### config.mk
export PLATFORM = sky130hd
export DESIGN_NAME = ep2_read_ctl
export DESIGN_NICKNAME = d
export VERILOG_FILES = /design/src/inc/ep2_pkg.sv /design/src/inc/stall_if.sv /design/src/verilog/ep2_stall.sv /design/src/verilog/pin_sync.sv /design/src/verilog/ep2_read_ctl.sv
export VERILOG_INCLUDE_DIRS = /design/src /design/src/inc
export SDC_FILE = /design/constraint.sdc
export NUM_CORES = 1
export LEC_CHECK = 0
export BUFFER_PORTS_ARGS = -buffer_cell sky130_fd_sc_hd__buf_4
export CAP_MARGIN = 25
export CORE_ASPECT_RATIO = 1.4
export CORE_MARGIN = 2
export CORE_UTILIZATION = 35
export CTS_CLUSTER_SIZE = 25
export DETAILED_ROUTE_END_ITERATION = 16
export SKIP_LAST_GASP = 1
export SYNTH_ARGS = -nofsm -noshare
export SYNTH_HDL_FRONTEND = slang
export SYNTH_SLANG_ARGS = --single-unit
### constraint.sdc
create_clock -name clk_i -period 7.3 [get_ports clk_i]
set_input_delay 0.365 -clock clk_i [delete_from_list [all_inputs] [get_ports clk_i]]
set_output_delay 0.365 -clock clk_i [all_outputs]
set_load 0.02 [all_outputs]
### src/inc/endpoint2_control_regs.svh
`ifndef ENDPOINT2_CONTROL_REGS_SVH
`define ENDPOINT2_CONTROL_REGS_SVH
`define ENDPOINT2_CONTROL_OFFSET 8'hB4
`define INT_STATUS_OFFSET 8'hB8
`define INT_MASK_OFFSET 8'hBC
`define RD_COUNT_A_OFFSET 8'hC0
`define RD_COUNT_B_OFFSET 8'hC4
`define ENDPOINT2_CONTROL_RESET 8'h00
`define BIT_DIR 7
`define BIT_WR_TOGGLE_GATE 6
`define BIT_WR_TOGGLE 5
`define BIT_RD_SELECT 4
`define BIT_STALL_RX 3
`define BIT_STALL_TX 2
`define BIT_RD_GATE 1
`define BIT_ENABLE 0
`define IRQ_DONE_A 0
`define IRQ_DONE_B 1
`define BUF_BYTES 512
`endif

### src/inc/ep2_pkg.sv
package ep2_pkg;
  typedef enum logic [1:0]
  {
    RD_IDLE = 2'b00,
    RD_RUN = 2'b01,
    RD_LAST = 2'b10
  } rd_state_t;
  typedef logic [9:0] count_t;
endpackage

### src/inc/stall_if.sv
`timescale 1ns/1ps
interface stall_if;
  logic set_rx;
  logic set_tx;
  logic clr_rx;
  logic clr_tx;
  logic stall_rx;
  logic stall_tx;
  modport ctl (input set_rx, input set_tx, input clr_rx, input clr_tx, output stall_rx, output stall_tx);
  modport src (output set_rx, output set_tx, output clr_rx, output clr_tx, input stall_rx, input stall_tx);
endinterface

### src/verilog/ep2_stall.sv
`timescale 1ns/1ps
module ep2_stall
(
  input wire logic clk_i,
  input wire logic nrst_i,
  stall_if.ctl s
);
  import ep2_pkg::*;
  logic rx_q;
  logic tx_q;
  assign s.stall_rx = rx_q;
  assign s.stall_tx = tx_q;
  // sticky receive halt, clear events; set wins
  always_ff @(posedge clk_i or negedge nrst_i)
  begin
    if (!nrst_i)
      rx_q <= 1'b0;
    else if (s.set_rx)
      rx_q <= 1'b1;
    else if (s.clr_rx)
      rx_q <= 1'b0;
  end
  always_ff @(posedge clk_i or negedge nrst_i)
  begin
    if (!nrst_i)
      tx_q <= 1'b0;
    else if (s.set_tx)
      tx_q <= 1'b1;
    else if (s.clr_tx)
      tx_q <= 1'b0;
  end
endmodule // ep2_stall

### src/verilog/pin_sync.sv
`timescale 1ns/1ps
module pin_sync
#(
  parameter int W = 1
)
(
  input wire logic clk_i,
  input wire logic nrst_i,
  input wire logic [W-1:0] d_i,
  output logic [W-1:0] q_o
);
  logic [W-1:0] s1_q;
  logic [W-1:0] s2_q;
  logic [W-1:0] s3_q;
  logic [W-1:0] q_q;
  genvar g;
  generate
    for (g = 0; g < W; g++)
    begin : bit_g
      always_ff @(posedge clk_i or negedge nrst_i)
      begin
        if (!nrst_i)
        begin
          s1_q[g] <= 1'b0;
          s2_q[g] <= 1'b0;
          s3_q[g] <= 1'b0;
          q_q[g] <= 1'b0;
        end
        else
        begin
          s1_q[g] <= d_i[g];
          s2_q[g] <= s1_q[g];
          s3_q[g] <= s2_q[g];
          // Accept once stages two and three agree
          if (s2_q[g] == s3_q[g])
            q_q[g] <= s3_q[g];
        end
      end
    end
  endgenerate
  assign q_o = q_q;
endmodule // pin_sync

### src/verilog/ep2_read_ctl.sv
`timescale 1ns/1ps
`include "endpoint2_control_regs.svh"
module ep2_read_ctl
(
  input wire logic clk_i,
  input wire logic nrst_i,
  input wire logic [7:0] avs_address_i,
  input wire logic avs_read_i,
  input wire logic avs_write_i,
  input wire logic [31:0] avs_writedata_i,
  input wire logic [3:0] avs_byteenable_i,
  output logic [31:0] avs_readdata_o,
  output logic avs_waitrequest_o,
  output logic [1:0] avs_response_o,
  input wire logic engine_ep_enabled_i,
  input wire logic engine_set_stall_rx_i,
  input wire logic engine_set_stall_tx_i,
  input wire logic ep0_clear_feature_rx_i,
  input wire logic ep0_clear_feature_tx_i,
  input wire logic ep0_set_config_i,
  input wire logic usb_reset_i,
  input wire logic token_rx_i,
  input wire logic token_tx_i,
  input wire logic rd_ready_i,
  output logic stall_handshake_rx_o,
  output logic stall_handshake_tx_o,
  output logic stall_rx_o,
  output logic stall_tx_o,
  output logic rd_buf_sel_o,
  output logic [8:0] rd_addr_o,
  output logic rd_valid_engine_o,
  output logic rd_valid_ata_o,
  output logic flow_dir_o,
  output logic wr_toggle_o,
  output logic read_done_a_o,
  output logic read_done_b_o,
  output logic irq_o
);
  import ep2_pkg::*;
  stall_if st ();
  logic [8:0] ep_sync;
  logic dir_q;
  logic wr_tog_q;
  logic sel_q;
  logic [1:0] status_q;
  logic [1:0] mask_q;
  count_t cnt_a_q;
  count_t cnt_b_q;
  count_t pos_q;
  rd_state_t state_q;
  rd_state_t state_d;
  logic [31:0] rdata_q;
  logic [1:0] resp_q;
  logic wait_q;
  logic hs_rx_q;
  logic hs_tx_q;
  logic [8:0] addr_q;
  logic vs_q;
  logic va_q;
  logic irq_q;
  logic pend_q;
  // Engine-side strobes come from another domain
  pin_sync #(.W(9)) u_sync
  (
    .clk_i(clk_i),
    .nrst_i(nrst_i),
    .d_i({engine_ep_enabled_i, engine_set_stall_rx_i, engine_set_stall_tx_i, ep0_clear_feature_rx_i,
      ep0_clear_feature_tx_i, ep0_set_config_i, usb_reset_i, token_rx_i, token_tx_i}),
    .q_o(ep_sync)
  );
  logic ep_en;
  logic s_set_rx;
  logic s_set_tx;
  logic s_clr_rx;
  logic s_clr_tx;
  logic s_cfg;
  logic s_rst;
  logic s_tok_rx;
  logic s_tok_tx;
  logic [8:0] ep_prev_q;
  logic [8:0] ep_rise;
  assign ep_rise = ep_sync & ~ep_prev_q;
  assign ep_en = ep_sync[8];
  assign s_set_rx = ep_rise[7];
  assign s_set_tx = ep_rise[6];
  assign s_clr_rx = ep_rise[5];
  assign s_clr_tx = ep_rise[4];
  assign s_cfg = ep_rise[3];
  assign s_rst = ep_rise[2];
  assign s_tok_rx = ep_rise[1];
  assign s_tok_tx = ep_rise[0];
  function automatic logic hit(input logic [7:0] a, input logic [7:0] off);
    hit = (a == off);
  endfunction
  logic acc;
  logic wr_ctl;
  logic wr_sts;
  logic wr_msk;
  logic wr_ca;
  logic wr_cb;
  logic mapped;
  logic sel_wr;
  logic start;
  logic cur_done;
  logic [7:0] ctl_read;
  // One access at a time, answered next cycle
  assign acc = (avs_read_i | avs_write_i) & wait_q & ~pend_q;
  assign mapped = hit(avs_address_i, `ENDPOINT2_CONTROL_OFFSET) | hit(avs_address_i, `INT_STATUS_OFFSET)
    | hit(avs_address_i, `INT_MASK_OFFSET) | hit(avs_address_i, `RD_COUNT_A_OFFSET)
    | hit(avs_address_i, `RD_COUNT_B_OFFSET);
  assign wr_ctl = acc & avs_write_i & avs_byteenable_i[0] & hit(avs_address_i, `ENDPOINT2_CONTROL_OFFSET);
  assign wr_sts = acc & avs_write_i & avs_byteenable_i[0] & hit(avs_address_i, `INT_STATUS_OFFSET);
  assign wr_msk = acc & avs_write_i & avs_byteenable_i[0] & hit(avs_address_i, `INT_MASK_OFFSET);
  assign wr_ca = acc & avs_write_i & hit(avs_address_i, `RD_COUNT_A_OFFSET);
  assign wr_cb = acc & avs_write_i & hit(avs_address_i, `RD_COUNT_B_OFFSET);
  // Direction as this edge leaves it
  logic dir_d;
  assign dir_d = wr_ctl ? avs_writedata_i[`BIT_DIR] : dir_q;
  // select applied only with gate bit
  assign sel_wr = wr_ctl & avs_writedata_i[`BIT_RD_GATE];
  assign start = sel_wr;
  assign cur_done = (pos_q + 10'h001) >= (sel_q ? cnt_b_q : cnt_a_q);
  assign ctl_read = {dir_q, 1'b0, wr_tog_q, sel_q, st.stall_rx, st.stall_tx, 1'b0, ep_en};
  // Stall sources; firmware writes of one set
  assign st.set_rx = s_set_rx | (wr_ctl & avs_writedata_i[`BIT_STALL_RX]);
  assign st.set_tx = s_set_tx | (wr_ctl & avs_writedata_i[`BIT_STALL_TX]);
  assign st.clr_rx = s_clr_rx | s_cfg | s_rst;
  assign st.clr_tx = s_clr_tx | s_cfg | s_rst;
  ep2_stall u_stall
  (
    .clk_i(clk_i),
    .nrst_i(nrst_i),
    .s(st)
  );
  // Previous synced levels for edge detect
  always_ff @(posedge clk_i or negedge nrst_i)
  begin
    if (!nrst_i)
      ep_prev_q <= 9'h000;
    else
      ep_prev_q <= ep_sync;
  end
  always_ff @(posedge clk_i or negedge nrst_i)
  begin
    if (!nrst_i)
    begin
      dir_q <= 1'b0;
      wr_tog_q <= 1'b0;
    end
    else if (wr_ctl)
    begin
      dir_q <= avs_writedata_i[`BIT_DIR];
      if (avs_writedata_i[`BIT_WR_TOGGLE_GATE])
        wr_tog_q <= avs_writedata_i[`BIT_WR_TOGGLE];
    end
  end
  always_ff @(posedge clk_i or negedge nrst_i)
  begin
    if (!nrst_i)
      sel_q <= 1'b0;
    else if (sel_wr)
      sel_q <= avs_writedata_i[`BIT_RD_SELECT];
  end
  always_ff @(posedge clk_i or negedge nrst_i)
  begin
    if (!nrst_i)
    begin
      cnt_a_q <= 10'h000;
      cnt_b_q <= 10'h000;
      mask_q <= 2'h0;
    end
    else
    begin
      if (wr_ca)
        cnt_a_q <= avs_writedata_i[9:0];
      if (wr_cb)
        cnt_b_q <= avs_writedata_i[9:0];
      if (wr_msk)
        mask_q <= avs_writedata_i[1:0];
    end
  end
  logic set_a;
  logic set_b;
  logic clr_a;
  logic clr_b;
  logic beat;
  assign beat = (state_q == RD_RUN) & rd_ready_i;
  // Next byte index; address follows it
  count_t pos_d;
  assign pos_d = start ? 10'h000 : (beat ? pos_q + 10'h001 : pos_q);
  // Count zero ends at once, no bytes
  rd_state_t launch_st;
  assign launch_st = ((avs_writedata_i[`BIT_RD_SELECT] ? cnt_b_q : cnt_a_q) == 10'h000) ? RD_LAST : RD_RUN;
  assign set_a = beat & cur_done & ~sel_q;
  assign set_b = beat & cur_done & sel_q;
  assign clr_a = (sel_wr & ~avs_writedata_i[`BIT_RD_SELECT]) | (wr_sts & avs_writedata_i[`IRQ_DONE_A]);
  assign clr_b = (sel_wr & avs_writedata_i[`BIT_RD_SELECT]) | (wr_sts & avs_writedata_i[`IRQ_DONE_B]);
  // Set wins over clear
  always_ff @(posedge clk_i or negedge nrst_i)
  begin
    if (!nrst_i)
      status_q <= 2'h0;
    else
    begin
      status_q[`IRQ_DONE_A] <= set_a | (status_q[`IRQ_DONE_A] & ~clr_a);
      status_q[`IRQ_DONE_B] <= set_b | (status_q[`IRQ_DONE_B] & ~clr_b);
    end
  end
  always_comb
  begin
    state_d = state_q;
    case (state_q)
      RD_IDLE:
        if (start)
          state_d = launch_st;
      RD_RUN:
        if (start)
          state_d = launch_st;
        else if (beat & cur_done)
          state_d = RD_LAST;
      RD_LAST:
        state_d = start ? launch_st : RD_IDLE;
      default:
        state_d = RD_IDLE;
    endcase
  end
  always_ff @(posedge clk_i or negedge nrst_i)
  begin
    if (!nrst_i)
    begin
      state_q <= RD_IDLE;
      pos_q <= 10'h000;
    end
    else
    begin
      state_q <= state_d;
      pos_q <= pos_d;
    end
  end
  always_ff @(posedge clk_i or negedge nrst_i)
  begin
    if (!nrst_i)
    begin
      addr_q <= 9'h000;
      vs_q <= 1'b0;
      va_q <= 1'b0;
    end
    else
    begin
      addr_q <= pos_d[8:0];
      vs_q <= (state_d == RD_RUN) & dir_d;
      va_q <= (state_d == RD_RUN) & ~dir_d;
    end
  end
  always_ff @(posedge clk_i or negedge nrst_i)
  begin
    if (!nrst_i)
    begin
      hs_rx_q <= 1'b0;
      hs_tx_q <= 1'b0;
      irq_q <= 1'b0;
    end
    else
    begin
      hs_rx_q <= s_tok_rx & st.stall_rx;
      hs_tx_q <= s_tok_tx & st.stall_tx;
      irq_q <= |(status_q & mask_q);
    end
  end
  // Bus slave: one wait cycle, then answer
  always_ff @(posedge clk_i or negedge nrst_i)
  begin
    if (!nrst_i)
    begin
      wait_q <= 1'b1;
      pend_q <= 1'b0;
      rdata_q <= 32'h0000_0000;
      resp_q <= 2'h0;
    end
    else
    begin
      wait_q <= ~acc;
      pend_q <= acc;
      if (acc)
      begin
        resp_q <= mapped ? 2'h0 : 2'h3;
        if (hit(avs_address_i, `ENDPOINT2_CONTROL_OFFSET))
          rdata_q <= {24'h00_0000, ctl_read};
        else if (hit(avs_address_i, `INT_STATUS_OFFSET))
          rdata_q <= {30'h0000_0000, status_q};
        else if (hit(avs_address_i, `INT_MASK_OFFSET))
          rdata_q <= {30'h0000_0000, mask_q};
        else if (hit(avs_address_i, `RD_COUNT_A_OFFSET))
          rdata_q <= {22'h00_0000, cnt_a_q};
        else if (hit(avs_address_i, `RD_COUNT_B_OFFSET))
          rdata_q <= {22'h00_0000, cnt_b_q};
        else
          rdata_q <= 32'h0000_0000;
      end
    end
  end
  assign avs_readdata_o = rdata_q;
  assign avs_waitrequest_o = wait_q;
  assign avs_response_o = resp_q;
  assign stall_handshake_rx_o = hs_rx_q;
  assign stall_handshake_tx_o = hs_tx_q;
  assign stall_rx_o = st.stall_rx;
  assign stall_tx_o = st.stall_tx;
  assign rd_buf_sel_o = sel_q;
  assign rd_addr_o = addr_q;
  assign rd_valid_engine_o = vs_q;
  assign rd_valid_ata_o = va_q;
  assign flow_dir_o = dir_q;
  assign wr_toggle_o = wr_tog_q;
  assign read_done_a_o = status_q[`IRQ_DONE_A];
  assign read_done_b_o = status_q[`IRQ_DONE_B];
  assign irq_o = irq_q;
endmodule // ep2_read_ctl

==> impl_metrics.csv, run 1 <==
group,metric,value,unit
critical_path,crit_path_start,"rd_addr_o[2]$_DFFE_PN0P_",
hold_path,hold_class,"in2reg",
critical_path,critPathKind,"reg2reg",
final_layout,final_layout_size_suffix_gt1_share,25.5,%
pwr,leakage,2.70,nW
grt,grt_pass1_vias,2970,
floorplan,initial_core_util,35.8,%
grt,grt_pass1_wl,15.3,mm
logic_synthesis,synth_edf_count,0,
timing,setup_violations,0,
grt,grt_use_total,13.9,%
drt,final_antenna_net_count,0,
cts,postCtsSetupRepairBufs,0,
critical_path,crit_slowest_cell,"dfrtp_1",
logic_synthesis,synth_cells,377,
critical_path,critPathCaptureType,"register",
drt,drt-pass1-iter-count,4,
floorplan,ios,114,
flow_run,cap_violations,0,
placement,place_area,0.00510,mm^2
critical_path,r2r-end,"rd_valid_ata_o$_DFF_PN0_",
final_layout,num-nets-final,507,
drt,met1_length,3.78,mm
cts,cts_num_sinks,103,
status,outcome,"complete, no violations",
logic_synthesis,ys_async_sr_fraction,100,%
timing,fin_crit_sh,37.8,%
drt,routed.top_layer,"met4",
logic_synthesis,yosysTopAreaCell,"dfrtp_1",
critical_path,r2r.worst_path.cells,10,
drt,dr_wl_met3,397,um
critical_path,crit_chain,"nand3_1, nor3_1, nand3_1, xnor2_1, ha_1, nand4_1, a211oi_1, nor3_1, nand2_1, a311oi_1",
cts,post_cts_resized,0,
timing,grt_setup_unrepaired,"false",
logic_synthesis,ys_warn_count,0,
drt,met2_wirelength,5.07,mm
placement,hpwlAfterDp,6.90,mm
critical_path,critPathLaunchType,"register",
drt,wire_per_inst,15.9,um
logic_synthesis,synthTopCellsByCount,"dfrtp_1, buf_4, o21ai_0, nand2_1, mux2i_1",
cts,cts.clk_slew.worst_paths,0.07,ns
timing,fmax,0.362,GHz
cts,cts_tree,"yes",
hold_path,holdPathStages,1,
critical_path,reg2reg_from,"rd_addr_o[2]$_DFFE_PN0P_",
placement,numPortBuffers,66,
pwr,totalPowerFinal,0.00127,W
timing,whs,0.127,ns
hold_path,hp-start,"usb_reset_i",
final_layout,synthToLayoutAreaGrowth,18.4,%
cts,cts_made_buffers,9,
critical_path,path_max_fanout,6,
timing,min_period,2.76,ns
cts,htreeDepth,3,
final_layout,diodes,0,
floorplan,core_area,0.0129,mm^2
timing,worst_slew_pin_slew,0.911,ns
timing,hold_violations,0,
drt,wl,9.50,mm
final_layout,design_area,0.00546,mm^2
timing,final.setup.tns,0,ns
logic_synthesis,avgSynthCellArea,12.2,um^2
floorplan,die_area,0.0141,mm^2
timing,skew,0.0130,ns
logic_synthesis,synth-seq-cells,103,
cts,clk_latency,0.34,ns
logic_synthesis,synth.most_common_cell,"dfrtp_1",
cts,cts_root_buf,"clkbuf_16",
hold_path,holdPathEnd,"u_sync.s1_q[2]$_DFF_PN0_",
floorplan,rows,49,
logic_synthesis,ys_top_cells_by_area,"dfrtp_1, buf_4, mux2i_1",
drt,drc_errors,0,
grt,grt_max_degree,80,
critical_path,cpPeakStageDelay,0.48,ns
logic_synthesis,ys.flop_type,"dfrtp_1",
logic_synthesis,synthesis.area,0.00461,mm^2
grt,grt_overflow,0,
placement,gp_congestion,0.834,
drt,routed_via_density,5.01,
cts,clockBufferDepth,2,
pwr,peakVddDrop,140,uV
floorplan,die_h,140,um
logic_synthesis,synth_cell_types,56,
critical_path,r2r_slack,4.54,ns
logic_synthesis,synth_top_cell_area_share,55.4,%
drt,drt_iter0_markers,74,
grt,antenna_found_initial,0,
timing,relSlewSlack,38.8,%
pwr,power_density,233,mW/mm^2
drt,vias,2983,
timing,finalMaxSlewViolations,0,
critical_path,critPathArrivalTime,3.00,ns
critical_path,cp_top_family,"simple AND/OR/NAND/NOR gates",
logic_synthesis,ys_seq_area_share,56.0,%
critical_path,crit_buf_inv,0,
critical_path,critPathRequiredTime,7.54,ns
floorplan,die_w,101,um
## sequential cells by signal (all words and copies together), names as in the netlist, 2 cells and up
register        flops
state_q             2
mask_q              2
status_q            2
cnt_a_q            10
rd_addr_o           9
ep_prev_q           8
u_sync.s2_q         9
u_sync.s3_q         9
u_sync.q_o          9
avs_readdata_o     10
u_sync.s1_q         9
cnt_b_q            10
## power breakdown
group | internal (W) | switching (W)
Combinational | 0.0000577 | 0.0000888
Sequential | 0.000606 | 0.0000217
Clock | 0.000274 | 0.000224
## logic make-up (layout without fill, tap and decap cells)
| family | count (synthesis) | in the layout | synth area share [%] |
|---|---|---|---|
| adders and majority gates | 20 | 20 | 4.94 |
| muxes | 42 | 42 | 10.0 |
| AOI/OAI and AO/OA | 60 | 60 | 8.20 |
| and+or+nand+nor | 82 | 82 | 10.8 |
| DFF | 103 | 103 | 56.0 |
| xor gates and xnor gates | 13 | 13 | 2.47 |
| buffers and inverters | 56 | 101 | 7.52 |
| other | 1 | 22 | 0.0814 |
## cell usage in the layout, fill, tap and decap left out, drive strengths merged, types with 2 or more instances in the layout
cell / n
a32oi: 2
and3b: 3
nor4: 7
maj3: 9
ha: 11
mux2i: 18
a311oi: 2
clkbuf: 9
clkinv: 3
xnor2: 7
a21o: 2
a211oi: 3
a22oi: 6
nor3: 4
conb: 22
o22ai: 2
and3: 4
o221ai: 2
or3: 4
nand2b: 3
nand4: 4
a21oi: 7
nor2: 10
nand2: 23
buf: 70
o21ai: 26
nor2b: 4
dfrtp: 102
nand3: 9
xor2: 6
mux2: 24
inv: 16
a22o: 3
## worst register-to-register path, cell delays in order (launching register included)
cell	delay, ns
dfrtp_1	0.48
nand3_1	0.23
nor3_1	0.46
nand3_1	0.15
xnor2_1	0.15
ha_1	0.30
nand4_1	0.13
a211oi_1	0.06
nor3_1	0.25
nand2_1	0.15
a311oi_1	0.29
## through the flow
| stage | setup WS (ns) | instances | util (%) |
|---|---|---|---|
| after CTS | 4.52 | 595 | 42.2 |
| after global routing | 4.25 | 596 | 42.4 |
| after detailed placement | 4.54 | 578 | 39.6 |
| after global placement | 4.54 | 578 | 39.6 |
| final | 4.54 | 596 | 42.4 |
| after floorplan | 4.91 | 398 | - |
## how the worst max path moves through the flow
stage,to,cells after the start,slack (ns)
after global routing,rd_valid_engine_o$_DFF_PN0_,10,4.25
final,rd_valid_ata_o$_DFF_PN0_,10,4.54
after CTS,rd_valid_engine_o$_DFF_PN0_,10,4.52
after detailed placement,rd_valid_engine_o$_DFF_PN0_,9,4.54
after floorplan,rd_valid_ata_o$_DFF_PN0_,9,4.91
after global placement,rd_valid_engine_o$_DFF_PN0_,10,4.54
## metal layers
layer  GRT usage (%)  up-vias
met3            3.82       17
li1                -     1399
met5               0        -
met2            23.7       82
met1            16.4     1485
met4            5.26        0
## cell type report
type	instances	area, um^2
clock buffers	9	225
fillers	1211	7420
repair buffers	71	556
well taps	153	191
flip-flops and latches	103	2580
inverters	14	52.6
multi-input cells	239	1760
clock inverters	7	91.3
## what timing repair did
| action | in CTS | in global routing |
|---|---|---|
| hold endpoints to repair | 24 | 0 |
| hold buffers | 1 | 0 |
| endpoints found under the setup margin | 0 | 0 |
Power figures use the tool's default switching activity.
==> run 2: changes to the inputs <==
Clock period 7.3 ns to 2.24 ns, I/O delays scaled along.
==> run 2 against run 1 <==
Net effect:
- clock power increased to 3.1 times the previous value
- routed wire length grew 3.4%
- the flow now finishes with violations (negative setup slack)
- register-to-register slack got worse by 4.6 ns
- power grew to 3.2 times the previous value
==> impl_metrics.csv, run 2 (synthesis gave the netlist of run 1 again) <==
group,metric,value,unit
status,outcome,"finished with violations",
status,violations,"negative setup slack",
floorplan,die_w,101,um
final_layout,synthToLayoutAreaGrowth,25.4,%
critical_path,critPathCaptureType,"register",
critical_path,critPathRequiredTime,2.52,ns
critical_path,critPathLaunchType,"register",
drt,drt-pass1-iter-count,4,
final_layout,fin_util,44.9,%
timing,fmax,0.430,GHz
critical_path,cp_common_cell,"and3_4",
timing,skew,0.00887,ns
placement,hpwlAfterDp,7.34,mm
drt,vias,3117,
placement,numPortBuffers,66,
pwr,power_density,704,mW/mm^2
final_layout,num-nets-final,541,
cts,cts_num_sinks,103,
final_layout,mostFrequentLayoutCell,"dfrtp_1",
drt,routed_via_density,4.95,
timing,fin_ws,-0.0870,ns
floorplan,core_area,0.0129,mm^2
critical_path,endpoint,"status_q[0]$_DFF_PN0_",
grt,grt_overflow,0,
grt,grt_use_total,14.7,%
critical_path,r2r_slack,-0.09,ns
cts,cts_tree,"yes",
critical_path,cpPeakStageDelay,0.40,ns
drt,drt_iter0_markers,85,
cts,cts_root_buf,"clkbuf_16",
flow_run,cap_violations,0,
timing,grt_setup_unrepaired,"true",
critical_path,crit_path_start,"rd_addr_o[0]$_DFFE_PN0P_",
grt,grt_pass1_vias,3218,
cts,clockBufferDepth,2,
drt,wl,9.82,mm
critical_path,crit_chain,"ha_2, and3_4, and3_4, nand3_2, xnor2_1, ha_1, nand4_1, a211oi_2, nor3_2, a21o_1, o21ai_1",
hold_path,hold_class,"in2reg",
cts,cts_made_buffers,9,
final_layout,mostFrequentLayoutCells,"dfrtp_1, buf_4, nand2_1, conb_1, o21ai_0",
critical_path,critPathArrivalTime,2.60,ns
cts,cts.clk_slew.worst_paths,0.08,ns
hold_path,hp-start,"avs_writedata_i[5]",
pwr,peakVddDrop,413,uV
timing,hold_violations,0,
grt,grt_pass1_wl,16.0,mm
timing,fin_crit_sh,104,%
drt,drc_errors,0,
timing,relSlewSlack,57.7,%
drt,wire_per_inst,15.6,um
timing,worst_slew_pin_slew,0.630,ns
critical_path,crit_slowest_cell,"dfrtp_1",
final_layout,fillers,1209,
timing,final.setup.tns,-0.350,ns
critical_path,r2r-end,"status_q[0]$_DFF_PN0_",
final_layout,diodes,0,
grt,antenna_found_initial,0,
critical_path,r2r.worst_path.cells,11,
critical_path,reg2reg_from,"rd_addr_o[0]$_DFFE_PN0P_",
pwr,totalPowerFinal,0.00407,W
cts,clk_latency,0.35,ns
floorplan,rows,49,
drt,final_antenna_net_count,0,
floorplan,die_area,0.0141,mm^2
timing,setup_violations,6,
timing,finalMaxSlewViolations,0,
cts,htreeDepth,3,
floorplan,ios,114,
timing,min_period,2.33,ns
floorplan,die_h,140,um
critical_path,critPathKind,"reg2reg",
placement,gp_congestion,0.829,
floorplan,initial_core_util,35.8,%
final_layout,final_layout_size_suffix_gt1_share,30.8,%
grt,grt_max_degree,48,
critical_path,path_max_fanout,3,
pwr,leakage,2.87,nW
-- run 2: cell types whose count changed in the layout (fill, tap and decap cells not counted), moves of 2 or more --
cell	before	now
nor3_1	4	2
o21ai_0	24	21
a311oi_2	0	2
inv_8	1	3
o21ai_1	2	5
a311oi_1	2	0
and3_1	4	2
buf_4	69	91
dlygate4sd3_1	1	13
nand3_1	8	6
nand3_2	1	3
and3_4	0	2
-- run 2: worst min path at each step --
| stage | slack (ns) | cells past startpoint | end |
|---|---|---|---|
| finish | 0.01 | 2 | cnt_a_q[5]$_DFFE_PN0P_ |
| global route | 0.003 | 2 | cnt_a_q[5]$_DFFE_PN0P_ |
| CTS | 0.0005 | 2 | cnt_a_q[9]$_DFFE_PN0P_ |
| detailed placement | 0.13 | 1 | rd_addr_o[8]$_DFFE_PN0P_ |
| global placement | 0.11 | 1 | rd_addr_o[8]$_DFFE_PN0P_ |
| floorplan | -0.18 | 0 | avs_readdata_o[0]$_DFFE_PN0P_ |
-- run 2: area by class of cell --
cell class | instances | area [um^2] | area share, %
inverters | 14 | 52.6 | 0.910
multi-input cells | 239 | 1830 | 31.7
repair buffers | 105 | 833 | 14.4
well taps | 153 | 191 | 3.31
clock inverters | 7 | 66.3 | 1.15
flip-flops and latches | 103 | 2580 | 44.6
clock buffers | 9 | 225 | 3.90
-- run 2: metrics by stage --
stage          area (um^2)  hold slack [ns]  setup slack, ns  instances
6_report              5780           0.0105          -0.0870        630
4_1_cts               5770         0.000507          -0.0764        630
3_5_place_dp          5290            0.125           -0.212        601
3_3_place_gp          5290            0.111           -0.113        601
5_1_grt               5780          0.00344           -0.285        630
2_1_floorplan         4690           -0.184          0.00964        398
-- run 2: worst max-delay path: cells and delay by family (launching register included) --
kind / cells / cell delay, ns
AND/OR/NAND/NOR: 5 / 0.66
adder cells (fa/ha/maj): 2 / 0.48
XOR/XNOR: 1 / 0.14
flip-flops: 1 / 0.40
AO/OA/AOI/OAI: 3 / 0.57
-- run 2: layer usage --
metal | vias up | routed length (um) | global-route usage (%)
met1 | 1551 | 3840 | 16.1
li1 | 1479 | - | -
met4 | 0 | 264 | 6.40
met3 | 18 | 358 | 3.06
met5 | - | 0 | 0
met2 | 69 | 5360 | 26.8
-- run 2: power by group --
group	switching, W	internal (W)
Clock	0.000744	0.000781
Combinational	0.000293	0.000203
Sequential	0.0000723	0.00197
Total	0.00111	0.00296
-- run 2: timing repair --
item                       CTS  global route
hold endpoints to repair    51             0
setup endpoints to repair    6             6
gates resized for setup     12             2
setup buffers                0             0
pin swaps                    6             2
hold buffers                13             0
